File: src/psr_pkg.sv
// constants for the power-module status, telemetry and configuration bank
package psr_pkg;

    // command codes of the register bank
    localparam logic [7:0] CMD_CLEAR_FAULTS   = 8'h03;
    localparam logic [7:0] CMD_SUMMARY_BYTE   = 8'h78;
    localparam logic [7:0] CMD_SUMMARY_WORD   = 8'h79;
    localparam logic [7:0] CMD_OUTPUT_VOLTAGE_SUMMARY    = 8'h7A;
    localparam logic [7:0] CMD_OUTPUT_CURRENT_SUMMARY    = 8'h7B;
    localparam logic [7:0] CMD_INPUT_STATUS   = 8'h7C;
    localparam logic [7:0] CMD_TEMP_STATUS    = 8'h7D;
    localparam logic [7:0] CMD_COMMS_STATUS   = 8'h7E;
    localparam logic [7:0] CMD_VIN_READING    = 8'h88;
    localparam logic [7:0] CMD_VOUT_READING   = 8'h8B;
    localparam logic [7:0] CMD_IOUT_READING   = 8'h8C;
    localparam logic [7:0] CMD_TEMP_READING   = 8'h8D;
    localparam logic [7:0] CMD_COMP_CTRL      = 8'hD0;
    localparam logic [7:0] CMD_VOUT_CTRL      = 8'hD1;
    localparam logic [7:0] CMD_OPS_CTRL       = 8'hD2;
    localparam logic [7:0] CMD_ADDR_SELECT    = 8'hD3;
    localparam logic [7:0] CMD_OV_THRESHOLDS  = 8'hD4;
    localparam logic [7:0] CMD_OV_RESPONSE    = 8'hD5;

    // reset values and writable-bit masks of the configuration registers
    localparam logic [7:0] COMP_RESET  = 8'h0D;
    localparam logic [7:0] COMP_MASK   = 8'hFF;
    localparam logic [7:0] VCTRL_RESET = 8'h00;
    localparam logic [7:0] VCTRL_MASK  = 8'hFF;
    localparam logic [7:0] OPS_RESET   = 8'h03;
    localparam logic [7:0] OPS_MASK    = 8'h07;
    localparam logic [7:0] ADDR_RESET  = 8'h50;
    localparam logic [7:0] ADDR_MASK   = 8'hFF;
    localparam logic [7:0] OVTH_RESET  = 8'h05;
    localparam logic [7:0] OVTH_MASK   = 8'h0F;

    // field positions
    localparam int COMP_CFF_BIT    = 4;
    localparam int COMP_RAMP_LSB   = 1;
    localparam int COMP_SLAVE_BIT  = 0;
    localparam int VCTRL_DISCH_BIT = 6;
    localparam int VCTRL_PGD_LSB   = 2;
    localparam int VCTRL_RANGE_LSB = 0;
    localparam int OPS_FREQ_LSB    = 1;
    localparam int OPS_LL_BIT      = 0;
    localparam int ADDR_EN_BIT     = 7;
    localparam int OVTH_EXIT_LSB   = 2;
    localparam int OVTH_ENTRY_LSB  = 0;

    // latched flag indexes
    localparam int F_OUTPUT_OVERVOLTAGE_FLAG    = 0;
    localparam int F_VOUT_UV    = 1;
    localparam int F_VOUT_LIM   = 2;
    localparam int F_VOUT_OTH   = 3;
    localparam int F_IOUT_OC    = 4;
    localparam int F_IOUT_OCUV  = 5;
    localparam int F_IOUT_WARN  = 6;
    localparam int F_VIN_OVF    = 7;
    localparam int F_VIN_OVW    = 8;
    localparam int F_VIN_UVW    = 9;
    localparam int F_VIN_UVF    = 10;
    localparam int F_MEM_FAULT  = 11;
    localparam int F_MEM_BUSY   = 12;
    localparam int F_CML_OTHER  = 13;
    localparam int F_UNKNOWN    = 14;
    localparam int F_OT_FAULT   = 15;
    localparam int F_OT_WARN    = 16;
    localparam int F_CML_CMD    = 17;
    localparam int F_CML_DATA   = 18;
    localparam int NUM_FLAGS    = 19;
    // the first FAULT_PINS flags come straight from comparator pins
    localparam int FAULT_PINS   = 15;

    // temperature limits and power-good delay timing
    localparam logic signed [9:0] OT_FAULT_LIMIT = 10'sd160;
    localparam logic signed [9:0] OT_WARN_LIMIT  = 10'sd140;
    localparam int PG_STEP_NS    = 1000000;
    localparam int CLK_PERIOD_NS = 50;
    localparam int PG_BASE_MS    = 2;
    localparam logic [3:0] PG_CODE_SHORT = 4'hF;
    localparam int PG_SHORT_MS   = 1;

endpackage : psr_pkg

File: src/psr_flag_if.sv
// carrier between the bank controller and the latched flag bank
`timescale 1ns/1ps
interface psr_flag_if #(
    parameter int N = 19
);
    logic [N-1:0] cond;
    logic         clear;
    logic [N-1:0] flags;

    modport ctrl (output cond, output clear, input flags);
    modport bank (input cond, input clear, output flags);
endinterface : psr_flag_if

File: src/psr_top.sv
// status, telemetry and configuration register bank of the power module
`timescale 1ns/1ps
module psr_top
    import psr_pkg::*;
#(
    parameter int MS_CYCLES = psr_pkg::PG_STEP_NS / psr_pkg::CLK_PERIOD_NS
) (
    input  wire logic                         clk_sys,
    input  wire logic                         reset_n,
    // decoded command port from the bus framing logic
    input  wire logic                         cmd_valid,
    input  wire logic                         cmd_write,
    input  wire logic [7:0]                   cmd_code,
    input  wire logic [15:0]                  cmd_wdata,
    input  wire logic                         cmd_bad_data,
    output logic                              rsp_valid,
    output logic [15:0]                       rsp_rdata,
    output logic                              rsp_unsupported,
    // analog comparator and strap pins
    input  wire logic [psr_pkg::FAULT_PINS-1:0] fault_cond_pins,
    input  wire logic                         power_good_raw,
    input  wire logic                         vin_uvlo_reached,
    input  wire logic                         operation_off,
    input  wire logic                         control_pin,
    input  wire logic [6:0]                   address_strap,
    // telemetry from the converter on this clock
    input  wire logic [9:0]                   vin_meas,
    input  wire logic [12:0]                  vout_meas,
    input  wire logic [13:0]                  iout_meas,
    input  wire logic [9:0]                   temp_meas,
    // configuration toward the converter
    output logic                              feedforward_cap_select,
    output logic [2:0]                        ramp_select,
    output logic                              slave_fault_detect_off,
    output logic                              active_discharge_enable,
    output logic                              discharge_on,
    output logic [3:0]                        power_good_delay,
    output logic [1:0]                        feedback_divider_select,
    output logic [1:0]                        switching_freq_select,
    output logic                              light_load_mode,
    output logic [6:0]                        bus_address,
    output logic [1:0]                        overvoltage_entry_level,
    output logic [1:0]                        overvoltage_exit_level,
    output logic                              power_good_out,
    output logic                              conversion_disabled,
    // open-drain alert toward the host
    output logic                              alert_output_o,
    output logic                              alert_output_oe
);
    import psr_pkg::*;

    ////////////////////////////////////////////////////////////////////////////////
    // pin synchronisation

    localparam int SYNC_W = FAULT_PINS + 11;

    logic [SYNC_W-1:0]     sync_out;
    logic [FAULT_PINS-1:0] fault_s;
    logic                  pg_raw_s;
    logic                  uvlo_ok_s;
    logic                  op_off_s;
    logic                  ctrl_s;
    logic [6:0]            strap_s;

    psr_pin_sync #(
        .W (SYNC_W)
    ) u_sync (
        .clk_sys (clk_sys),
        .reset_n (reset_n),
        .pin_in  ({address_strap, control_pin, operation_off, vin_uvlo_reached,
                   power_good_raw, fault_cond_pins}),
        .pin_out (sync_out)
    );

    assign fault_s   = sync_out[FAULT_PINS-1:0];
    assign pg_raw_s  = sync_out[FAULT_PINS];
    assign uvlo_ok_s = sync_out[FAULT_PINS+1];
    assign op_off_s  = sync_out[FAULT_PINS+2];
    assign ctrl_s    = sync_out[FAULT_PINS+3];
    assign strap_s   = sync_out[FAULT_PINS+10:FAULT_PINS+4];

    ////////////////////////////////////////////////////////////////////////////////
    // command decode

    logic       cmd_known;
    logic       cmd_writable;
    logic       do_write;
    logic       do_clear;
    logic       bad_cmd;
    logic [7:0] wbyte;

    always_comb
    begin
        cmd_known    = 1'b1;
        cmd_writable = 1'b0;
        unique case (cmd_code)
            CMD_COMP_CTRL, CMD_VOUT_CTRL, CMD_OPS_CTRL, CMD_ADDR_SELECT,
            CMD_OV_THRESHOLDS, CMD_OV_RESPONSE:
                cmd_writable = 1'b1;
            CMD_CLEAR_FAULTS, CMD_SUMMARY_BYTE, CMD_SUMMARY_WORD, CMD_OUTPUT_VOLTAGE_SUMMARY,
            CMD_OUTPUT_CURRENT_SUMMARY, CMD_INPUT_STATUS, CMD_TEMP_STATUS, CMD_COMMS_STATUS,
            CMD_VIN_READING, CMD_VOUT_READING, CMD_IOUT_READING, CMD_TEMP_READING:
                cmd_writable = 1'b0;
            default:
                cmd_known = 1'b0;
        endcase
    end

    assign wbyte    = cmd_wdata[7:0];
    assign do_write = cmd_valid & cmd_write & cmd_writable;
    assign do_clear = cmd_valid & cmd_write & (cmd_code == CMD_CLEAR_FAULTS);
    // a write to a read-only status or reading code is an unsupported command
    assign bad_cmd  = cmd_valid & (~cmd_known | (cmd_write & ~cmd_writable & ~do_clear)
                      | (~cmd_write & (cmd_code == CMD_CLEAR_FAULTS)));

    ////////////////////////////////////////////////////////////////////////////////
    // configuration registers

    logic [7:0] comp_reg;
    logic [7:0] vctrl_reg;
    logic [7:0] ops_reg;
    logic [7:0] addr_reg;
    logic [7:0] ovth_reg;

    function automatic logic [7:0] merge(input logic [7:0] old, input logic [7:0] nw,
                                         input logic [7:0] mask);
        merge = (old & ~mask) | (nw & mask);
    endfunction : merge

    // masks keep read-only bits at fixed values
    always_ff @(posedge clk_sys or negedge reset_n)
    begin
        if (!reset_n)
        begin
            comp_reg  <= COMP_RESET;
            vctrl_reg <= VCTRL_RESET;
            ops_reg   <= OPS_RESET;
            addr_reg  <= ADDR_RESET;
            ovth_reg  <= OVTH_RESET;
        end
        else if (do_write)
        begin
            if (cmd_code == CMD_COMP_CTRL)
                comp_reg <= merge(comp_reg, wbyte, COMP_MASK);
            if (cmd_code == CMD_VOUT_CTRL)
                vctrl_reg <= merge(vctrl_reg, wbyte, VCTRL_MASK);
            if (cmd_code == CMD_OPS_CTRL)
                ops_reg <= merge(ops_reg, wbyte, OPS_MASK);
            if (cmd_code == CMD_ADDR_SELECT)
                addr_reg <= merge(addr_reg, wbyte, ADDR_MASK);
            if (cmd_code == CMD_OV_THRESHOLDS)
                ovth_reg <= merge(ovth_reg, wbyte, OVTH_MASK);
        end
    end

    assign feedforward_cap_select  = comp_reg[COMP_CFF_BIT];
    assign ramp_select             = comp_reg[COMP_RAMP_LSB +: 3];
    assign slave_fault_detect_off  = comp_reg[COMP_SLAVE_BIT];
    // discharge only while control input low
    assign active_discharge_enable = vctrl_reg[VCTRL_DISCH_BIT];
    assign discharge_on            = vctrl_reg[VCTRL_DISCH_BIT] & ~ctrl_s;
    assign power_good_delay        = vctrl_reg[VCTRL_PGD_LSB +: 4];
    assign feedback_divider_select = vctrl_reg[VCTRL_RANGE_LSB +: 2];
    assign switching_freq_select   = ops_reg[OPS_FREQ_LSB +: 2];
    assign light_load_mode         = ops_reg[OPS_LL_BIT];
    assign bus_address             = addr_reg[ADDR_EN_BIT] ? addr_reg[6:0] : strap_s;
    assign overvoltage_entry_level = ovth_reg[OVTH_ENTRY_LSB +: 2];
    assign overvoltage_exit_level  = ovth_reg[OVTH_EXIT_LSB +: 2];

    ////////////////////////////////////////////////////////////////////////////////
    // power-good delay timer

    localparam int PG_CNT_W = 24;

    logic [PG_CNT_W-1:0] pg_cnt_reg;
    logic [PG_CNT_W-1:0] pg_target;
    logic [4:0]          pg_ms;

    // 0000 gives 2 ms, one ms per code, 1111 gives 1 ms
    always_comb
    begin
        if (power_good_delay == PG_CODE_SHORT)
            pg_ms = 5'(PG_SHORT_MS);
        else
            pg_ms = 5'(PG_BASE_MS) + {1'b0, power_good_delay};
        pg_target = PG_CNT_W'(pg_ms) * PG_CNT_W'(MS_CYCLES);
    end

    // indication drops at once but rises only after the delay
    always_ff @(posedge clk_sys or negedge reset_n)
    begin
        if (!reset_n)
        begin
            pg_cnt_reg     <= '0;
            power_good_out <= 1'b0;
        end
        else if (!pg_raw_s)
        begin
            pg_cnt_reg     <= '0;
            power_good_out <= 1'b0;
        end
        else if (pg_cnt_reg >= pg_target - PG_CNT_W'(1))
            power_good_out <= 1'b1;
        else
            pg_cnt_reg <= pg_cnt_reg + PG_CNT_W'(1);
    end

    ////////////////////////////////////////////////////////////////////////////////
    // flag conditions and latched bank

    psr_flag_if #(.N(NUM_FLAGS)) flag_bus ();

    logic signed [9:0] temp_signed;
    logic [NUM_FLAGS-1:0] fl;

    // the reading itself drives over-temperature detection
    assign temp_signed = signed'(temp_meas);

    always_comb
    begin
        flag_bus.cond                   = '0;
        flag_bus.cond[FAULT_PINS-1:0]   = fault_s;
        flag_bus.cond[F_OT_FAULT]       = (temp_signed >= OT_FAULT_LIMIT);
        flag_bus.cond[F_OT_WARN]        = (temp_signed >= OT_WARN_LIMIT);
        flag_bus.cond[F_CML_CMD]        = bad_cmd;
        flag_bus.cond[F_CML_DATA]       = cmd_valid & cmd_bad_data;
    end

    // clear-faults only acts on flags whose cause has gone
    assign flag_bus.clear = do_clear;
    assign fl             = flag_bus.flags;

    psr_flag_bank #(
        .N (NUM_FLAGS)
    ) u_flags (
        .clk_sys (clk_sys),
        .reset_n (reset_n),
        .fb      (flag_bus)
    );

    // input flag starts set, clears itself at lockout threshold
    logic vin_startup_reg;

    always_ff @(posedge clk_sys or negedge reset_n)
    begin
        if (!reset_n)
            vin_startup_reg <= 1'b1;
        else if (uvlo_ok_s)
            vin_startup_reg <= 1'b0;
    end

    ////////////////////////////////////////////////////////////////////////////////
    // status assembly

    logic [7:0]  output_voltage_summary;
    logic [7:0]  output_current_summary;
    logic [7:0]  input_status;
    logic [7:0]  temp_status;
    logic [7:0]  comms_status;
    logic [7:0]  summary_byte;
    logic [15:0] summary_word;

    assign output_voltage_summary  = {fl[F_OUTPUT_OVERVOLTAGE_FLAG], 2'b00, fl[F_VOUT_UV], fl[F_VOUT_LIM],
                           2'b00, fl[F_VOUT_OTH]};
    assign output_current_summary  = {fl[F_IOUT_OC], fl[F_IOUT_OCUV], fl[F_IOUT_WARN], 5'h00};
    assign input_status = {fl[F_VIN_OVF], fl[F_VIN_OVW], fl[F_VIN_UVW], fl[F_VIN_UVF],
                           4'h0};
    assign temp_status  = {fl[F_OT_FAULT], fl[F_OT_WARN], 6'h00};
    assign comms_status = {fl[F_CML_CMD], fl[F_CML_DATA], 1'b0, fl[F_MEM_FAULT],
                           2'b00, fl[F_CML_OTHER], fl[F_MEM_BUSY]};

    assign conversion_disabled = fault_s[F_VIN_UVF] | fault_s[F_VIN_OVF] | op_off_s;

    // summary byte from the latched flags, bit 6 from the unlatched conversion_disabled
    // temperature events feed the summary bit
    assign summary_byte = {1'b0, conversion_disabled, fl[F_OUTPUT_OVERVOLTAGE_FLAG], fl[F_IOUT_OC],
                           fl[F_VIN_UVF], |temp_status, |comms_status,
                           fl[F_UNKNOWN] | fl[F_VOUT_OTH]};

    // low byte mirrors summary byte, 12, 10, 9 zero
    assign summary_word = {|output_voltage_summary, |output_current_summary, (|input_status) | vin_startup_reg,
                           1'b0, ~power_good_out, 2'b00, fl[F_UNKNOWN], summary_byte};

    // alert pulled low while any flag is latched
    always_ff @(posedge clk_sys or negedge reset_n)
    begin
        if (!reset_n)
            alert_output_oe <= 1'b0;
        else
            alert_output_oe <= |fl;
    end

    assign alert_output_o = 1'b0;

    ////////////////////////////////////////////////////////////////////////////////
    // read path

    logic [15:0] rd_next;

    always_comb
    begin
        rd_next = 16'h0000;
        unique case (cmd_code)
            // single byte read of the summary
            CMD_SUMMARY_BYTE:  rd_next = {8'h00, summary_byte};
            CMD_SUMMARY_WORD:  rd_next = summary_word;
            CMD_OUTPUT_VOLTAGE_SUMMARY:   rd_next = {8'h00, output_voltage_summary};
            CMD_OUTPUT_CURRENT_SUMMARY:   rd_next = {8'h00, output_current_summary};
            CMD_INPUT_STATUS:  rd_next = {8'h00, input_status};
            CMD_TEMP_STATUS:   rd_next = {8'h00, temp_status};
            CMD_COMMS_STATUS:  rd_next = {8'h00, comms_status};
            CMD_VIN_READING:   rd_next = {6'h00, vin_meas};
            CMD_VOUT_READING:  rd_next = {3'h0, vout_meas};
            CMD_IOUT_READING:  rd_next = {2'h0, iout_meas};
            CMD_TEMP_READING:  rd_next = {6'h00, temp_meas};
            CMD_COMP_CTRL:     rd_next = {8'h00, comp_reg};
            CMD_VOUT_CTRL:     rd_next = {8'h00, vctrl_reg};
            CMD_OPS_CTRL:      rd_next = {8'h00, ops_reg};
            CMD_ADDR_SELECT:   rd_next = {8'h00, addr_reg};
            CMD_OV_THRESHOLDS: rd_next = {8'h00, ovth_reg};
            default:           rd_next = 16'h0000;
        endcase
    end

    // every command is answered one cycle later
    always_ff @(posedge clk_sys or negedge reset_n)
    begin
        if (!reset_n)
        begin
            rsp_valid       <= 1'b0;
            rsp_rdata       <= 16'h0000;
            rsp_unsupported <= 1'b0;
        end
        else
        begin
            rsp_valid       <= cmd_valid;
            rsp_unsupported <= bad_cmd;
            if (cmd_valid && !cmd_write)
                rsp_rdata <= rd_next;
        end
    end

endmodule : psr_top

File: src/psr_pin_sync.sv
// three-stage synchroniser with agreement filter for pin inputs
`timescale 1ns/1ps
module psr_pin_sync #(
    parameter int W = 8
) (
    input  wire logic         clk_sys,
    input  wire logic         reset_n,
    input  wire logic [W-1:0] pin_in,
    output logic      [W-1:0] pin_out
);
    logic [W-1:0] s1_reg;
    logic [W-1:0] s2_reg;
    logic [W-1:0] s3_reg;

    always_ff @(posedge clk_sys or negedge reset_n)
    begin
        if (!reset_n)
        begin
            s1_reg <= '0;
            s2_reg <= '0;
            s3_reg <= '0;
        end
        else
        begin
            s1_reg <= pin_in;
            s2_reg <= s1_reg;
            s3_reg <= s2_reg;
        end
    end

    // a bit only moves once stages two and three agree
    always_ff @(posedge clk_sys or negedge reset_n)
    begin
        if (!reset_n)
            pin_out <= '0;
        else
            pin_out <= (s2_reg & s3_reg) | (pin_out & (s2_reg ^ s3_reg));
    end
endmodule : psr_pin_sync

File: src/psr_flag_bank.sv
// bank of sticky status flags with conditional clear
`timescale 1ns/1ps
module psr_flag_bank #(
    parameter int N = 19
) (
    input  wire logic clk_sys,
    input  wire logic reset_n,
    psr_flag_if.bank  fb
);
    genvar i;
    generate
        for (i = 0; i < N; i++)
        begin : g_flag
            // clear needs condition gone plus command; set wins
            always_ff @(posedge clk_sys or negedge reset_n)
            begin
                if (!reset_n)
                    fb.flags[i] <= 1'b0;
                else if (fb.cond[i])
                    fb.flags[i] <= 1'b1;
                else if (fb.clear)
                    fb.flags[i] <= 1'b0;
            end
        end
    endgenerate
endmodule : psr_flag_bank

File: config.mk
export PLATFORM = sky130hd
export DESIGN_NAME = psr_top
export DESIGN_NICKNAME = d
export VERILOG_FILES = /design/src/psr_pkg.sv /design/src/psr_flag_if.sv /design/src/psr_top.sv /design/src/psr_pin_sync.sv /design/src/psr_flag_bank.sv
export SDC_FILE = /design/constraint.sdc
export NUM_CORES = 1
export LEC_CHECK = 0
export ABC_AREA = 1
export CORE_MARGIN = 2
export CORE_UTILIZATION = 40
export DETAILED_ROUTE_END_ITERATION = 8
export DONT_BUFFER_PORTS = 1
export GPL_TIMING_DRIVEN = 0
export PLACE_DENSITY_LB_ADDON = 0.08
export SLEW_MARGIN = 20
export SYNTH_ARGS = -nofsm -noshare
export SYNTH_HDL_FRONTEND = slang
export SYNTH_SLANG_ARGS = --single-unit
File: constraint.sdc
create_clock -name clk_sys -period 5.5 [get_ports clk_sys]
set_input_delay 0.55 -clock clk_sys [delete_from_list [all_inputs] [get_ports clk_sys]]
set_output_delay 0.55 -clock clk_sys [all_outputs]
set_load 0.02 [all_outputs]
==> reports/results.txt <==
area delta synth->final: 11.8%
Clock Latency Late Sink: 0.44 ns
Power per Cell Area: 254 nW/um^2
synthesized instance count: 1204
clk buf depth: 2
Setup Skew: 0.0112 ns
Reg clk slew, reported paths: 0.07 ns
DR WL met2: 12600 um
# IOs: 151
Routed Antenna Nets: 0
Leak: 6.02 nW
H-Tree Depth: 4
die area: 27300 um^2
wire length on met3: 1730 um
Post-synth EDFFs: 0
Flop pwr share: 52.5%
syn_nets: 1384
TritonCTS Buffers: 17
post-synth cell types: 47
Net Sw Frac: 26.0%
DR WL/cell: 16.8 um
CTS root buf: clkbuf_16
estimated wirelength of the detail-placed design: 20200 um
layout net count: 1413
first-pass GRT wire length: 40900 um
area leader, netlist: dfrtp_1
Worst setup EP type: flop
Routed met1 length: 11500 um
CP Max Fanout: 5
sw power: 0.769 mW
ys async rst share: 100%
Setup Viol. Count Final: 0
Final Hold Vio Count: 0
worst vdd ir: 0.190 mV
Overall Power: 2.96 mW
register bit total from synthesis: 199
max-slew violations: 0
Hold Crit Class: in -> async
Num Clock Sinks: 199
largest cells by area after synthesis: dfrtp_1, nand2_1, ha_1
prevailing post-synth register cell: dfrtp_1
GRT Total Usage: 19.7%
Worst-Margin Slew: 1.03 ns
Critical Path Max Stage Delay: 0.50 ns
top-area cell type share of the netlist area: 45.4%
DIE WIDTH: 165 um
Clock power frac: 42.4%
row cnt: 59
slew margin rel.: 31.5%
GPL Wtd Cong: 0.872
Synth Cell Area: 10400 um^2
final core occ: 45.0%
port bufs: 0
# DRC: 0
vias in the first global route: 7403
Int Pwr: 2.19 mW
delay-heaviest family, CP: adder cells
Core ar.: 25800 um^2
Synthesis Warnings: 0
R2R setup slack: 0.50 ns
critical path arrival: 5.37 ns
crit start category: flop
logic gate share of total power: 5.1%
Fmax: 200 MHz
CTS tree: built
required time worst endpoint: 5.87 ns
Worst Path Class, Setup: reg -> reg
TritonRoute pass-1 iters: 5
Vias/cell: 4.94
crit-path most repeated cell: nand2_1
Slowest-stage cell, CP: fa_1
MaxCap Viol Count: 0
post-synthesis sequential area ratio: 48.0%
critical path buffer and inverter count: 6
DR vias: 7826
Initial Utilization: 40.3%
Synth Area per Inst: 8.65 um^2
Initial DRC Count: 388
fin crit share: 90.9%
share of cells above drive strength 1: 10.4%
top routing layer used: met5
drt total wl: 26600 um
status: finished clean
pin count of the biggest net entering global routing: 191
Die Span Y: 165 um
antenna violations before repair: 3
total grt overflow: 0
fin crit period: 5.00 ns
==> final timing paths <==
check,start,end,cells after the start
max,vctrl_reg[2],pg_cnt_reg[1],29
min,reset_n,pg_cnt_reg[15],1
max reg2reg,vctrl_reg[2],pg_cnt_reg[1],29
min reg2reg,u_sync.s1_reg[22],u_sync.s2_reg[22],0
max in group asynchronous,reset_n,ops_reg[0],1
min in group clk_sys,address_strap[6],u_sync.s1_reg[25],0
==> kinds of logic (layout without fill, tap and decap cells) <==
kind of cell	count (synthesis)	after routing	synth area share (%)
xor+xnor	26	26	2.19
fa+ha+maj	78	78	9.66
other cells	1	3	0.0360
buf+inv	168	210	6.95
simple gates	607	607	25.2
flops	199	199	48.0
compound gates	125	125	7.98
==> placed cells by master (no fill, tap or decap), types with 4 or more instances in the layout <==
cell type / count
nand2_1: 339
dfrtp_1: 185
inv_1: 128
nand3_1: 119
nor2_1: 89
ha_1: 72
o21ai_0: 36
a21o_1: 35
buf_4: 21
nand4_1: 20
xor2_1: 19
clkbuf_16: 17
o21ai_2: 16
a21oi_1: 11
dfstp_2: 10
nor2_2: 9
clkbuf_1: 8
buf_6: 7
xnor2_1: 7
o21bai_1: 7
nor3_1: 6
inv_2: 6
o21ai_1: 6
inv_6: 5
nor2_4: 4
nand2_4: 4
fa_1: 4
clkinv_8: 4
dfrtp_2: 4
==> final cells by class <==
cell class / instances / area [um^2]
antenna: 2 / 5.00
buffer: 31 / 219
clock buffer: 19 / 443
clock inverter: 13 / 151
fill: 2570 / 14200
inverter: 137 / 520
multi-input combinational: 837 / 4780
sequential: 199 / 5000
tap: 335 / 419
timing repair buffer: 10 / 97.6
==> routing by layer <==
| layer | global-route usage (%) | up-vias |
|---|---|---|
| met5 | 0 | - |
| met4 | 7.52 | 2 |
| met3 | 6.17 | 42 |
| met2 | 32.0 | 143 |
| met1 | 24.7 | 3692 |
| li1 | - | 3947 |
==> Yosys cell counts, types with 2 or more instances <==
library cell  number
a21o_1            35
a21oi_1           12
a22o_1             3
buf_1              3
buf_2              3
buf_4             13
buf_6              5
clkbuf_1           7
dfrtp_1          189
dfstp_2           10
fa_1               4
ha_1              74
inv_1            130
inv_2              5
nand2_1          341
nand2_4            3
nand3_1          121
nand3b_1           2
nand4_1           20
nor2_1            93
nor2_2             7
nor2_4             2
nor3_1             7
nor4_1             3
o211ai_1           2
o21a_1             2
o21ai_0           36
o21ai_1            6
o21ai_2           16
o21bai_1           7
o221ai_1           2
o31ai_1            2
xnor2_1            7
xor2_1            19
==> timing repair <==
| action | 4_1_cts | 5_1_grt |
|---|---|---|
| cloned | 0 | 0 |
| pin swaps | 1 | 6 |
| hold endpoints to repair | 190 | 0 |
| hold buffers | 2 | 0 |
| setup endpoints to repair | 24 | 25 |
| resized for setup | 8 | 22 |
| buffers inserted | 0 | 8 |
==> worst register-to-register path: cells and delay by family (launching register included) <==
family | cells | cell delay, ns
fa+ha+maj | 6 | 2.03
flops | 1 | 0.44
buf+inv | 6 | 0.46
compound gates | 1 | 0.08
simple gates | 16 | 1.94
==> power groups by stage <==
stage	combinational [mW]	clock (mW)	sequential [mW]
CTS	0.155	1.29	1.55
global route	0.175	1.36	1.56
finish	0.151	1.26	1.55
detailed placement	0.121	0	1.58
floorplan	0.0947	0	1.57
global placement	0.119	0	1.58
==> per-stage QoR <==
stage | TNS [ns] | hold WS, ns | cell area (um^2) | setup WS, ns | std cells
2_1_floorplan | 0 | 0.254 | 10400 | 0.625 | 1204
3_3_place_gp | -7.90 | 0.278 | 10800 | -0.388 | 1539
3_5_place_dp | -8.58 | 0.279 | 10800 | -0.418 | 1539
4_1_cts | 0 | 0.110 | 11500 | 0.0524 | 1573
5_1_grt | -0.0144 | 0.100 | 11600 | -0.00836 | 1582
6_report | 0 | 0.106 | 11600 | 0.498 | 1583
(Power assumes the default switching activity.)
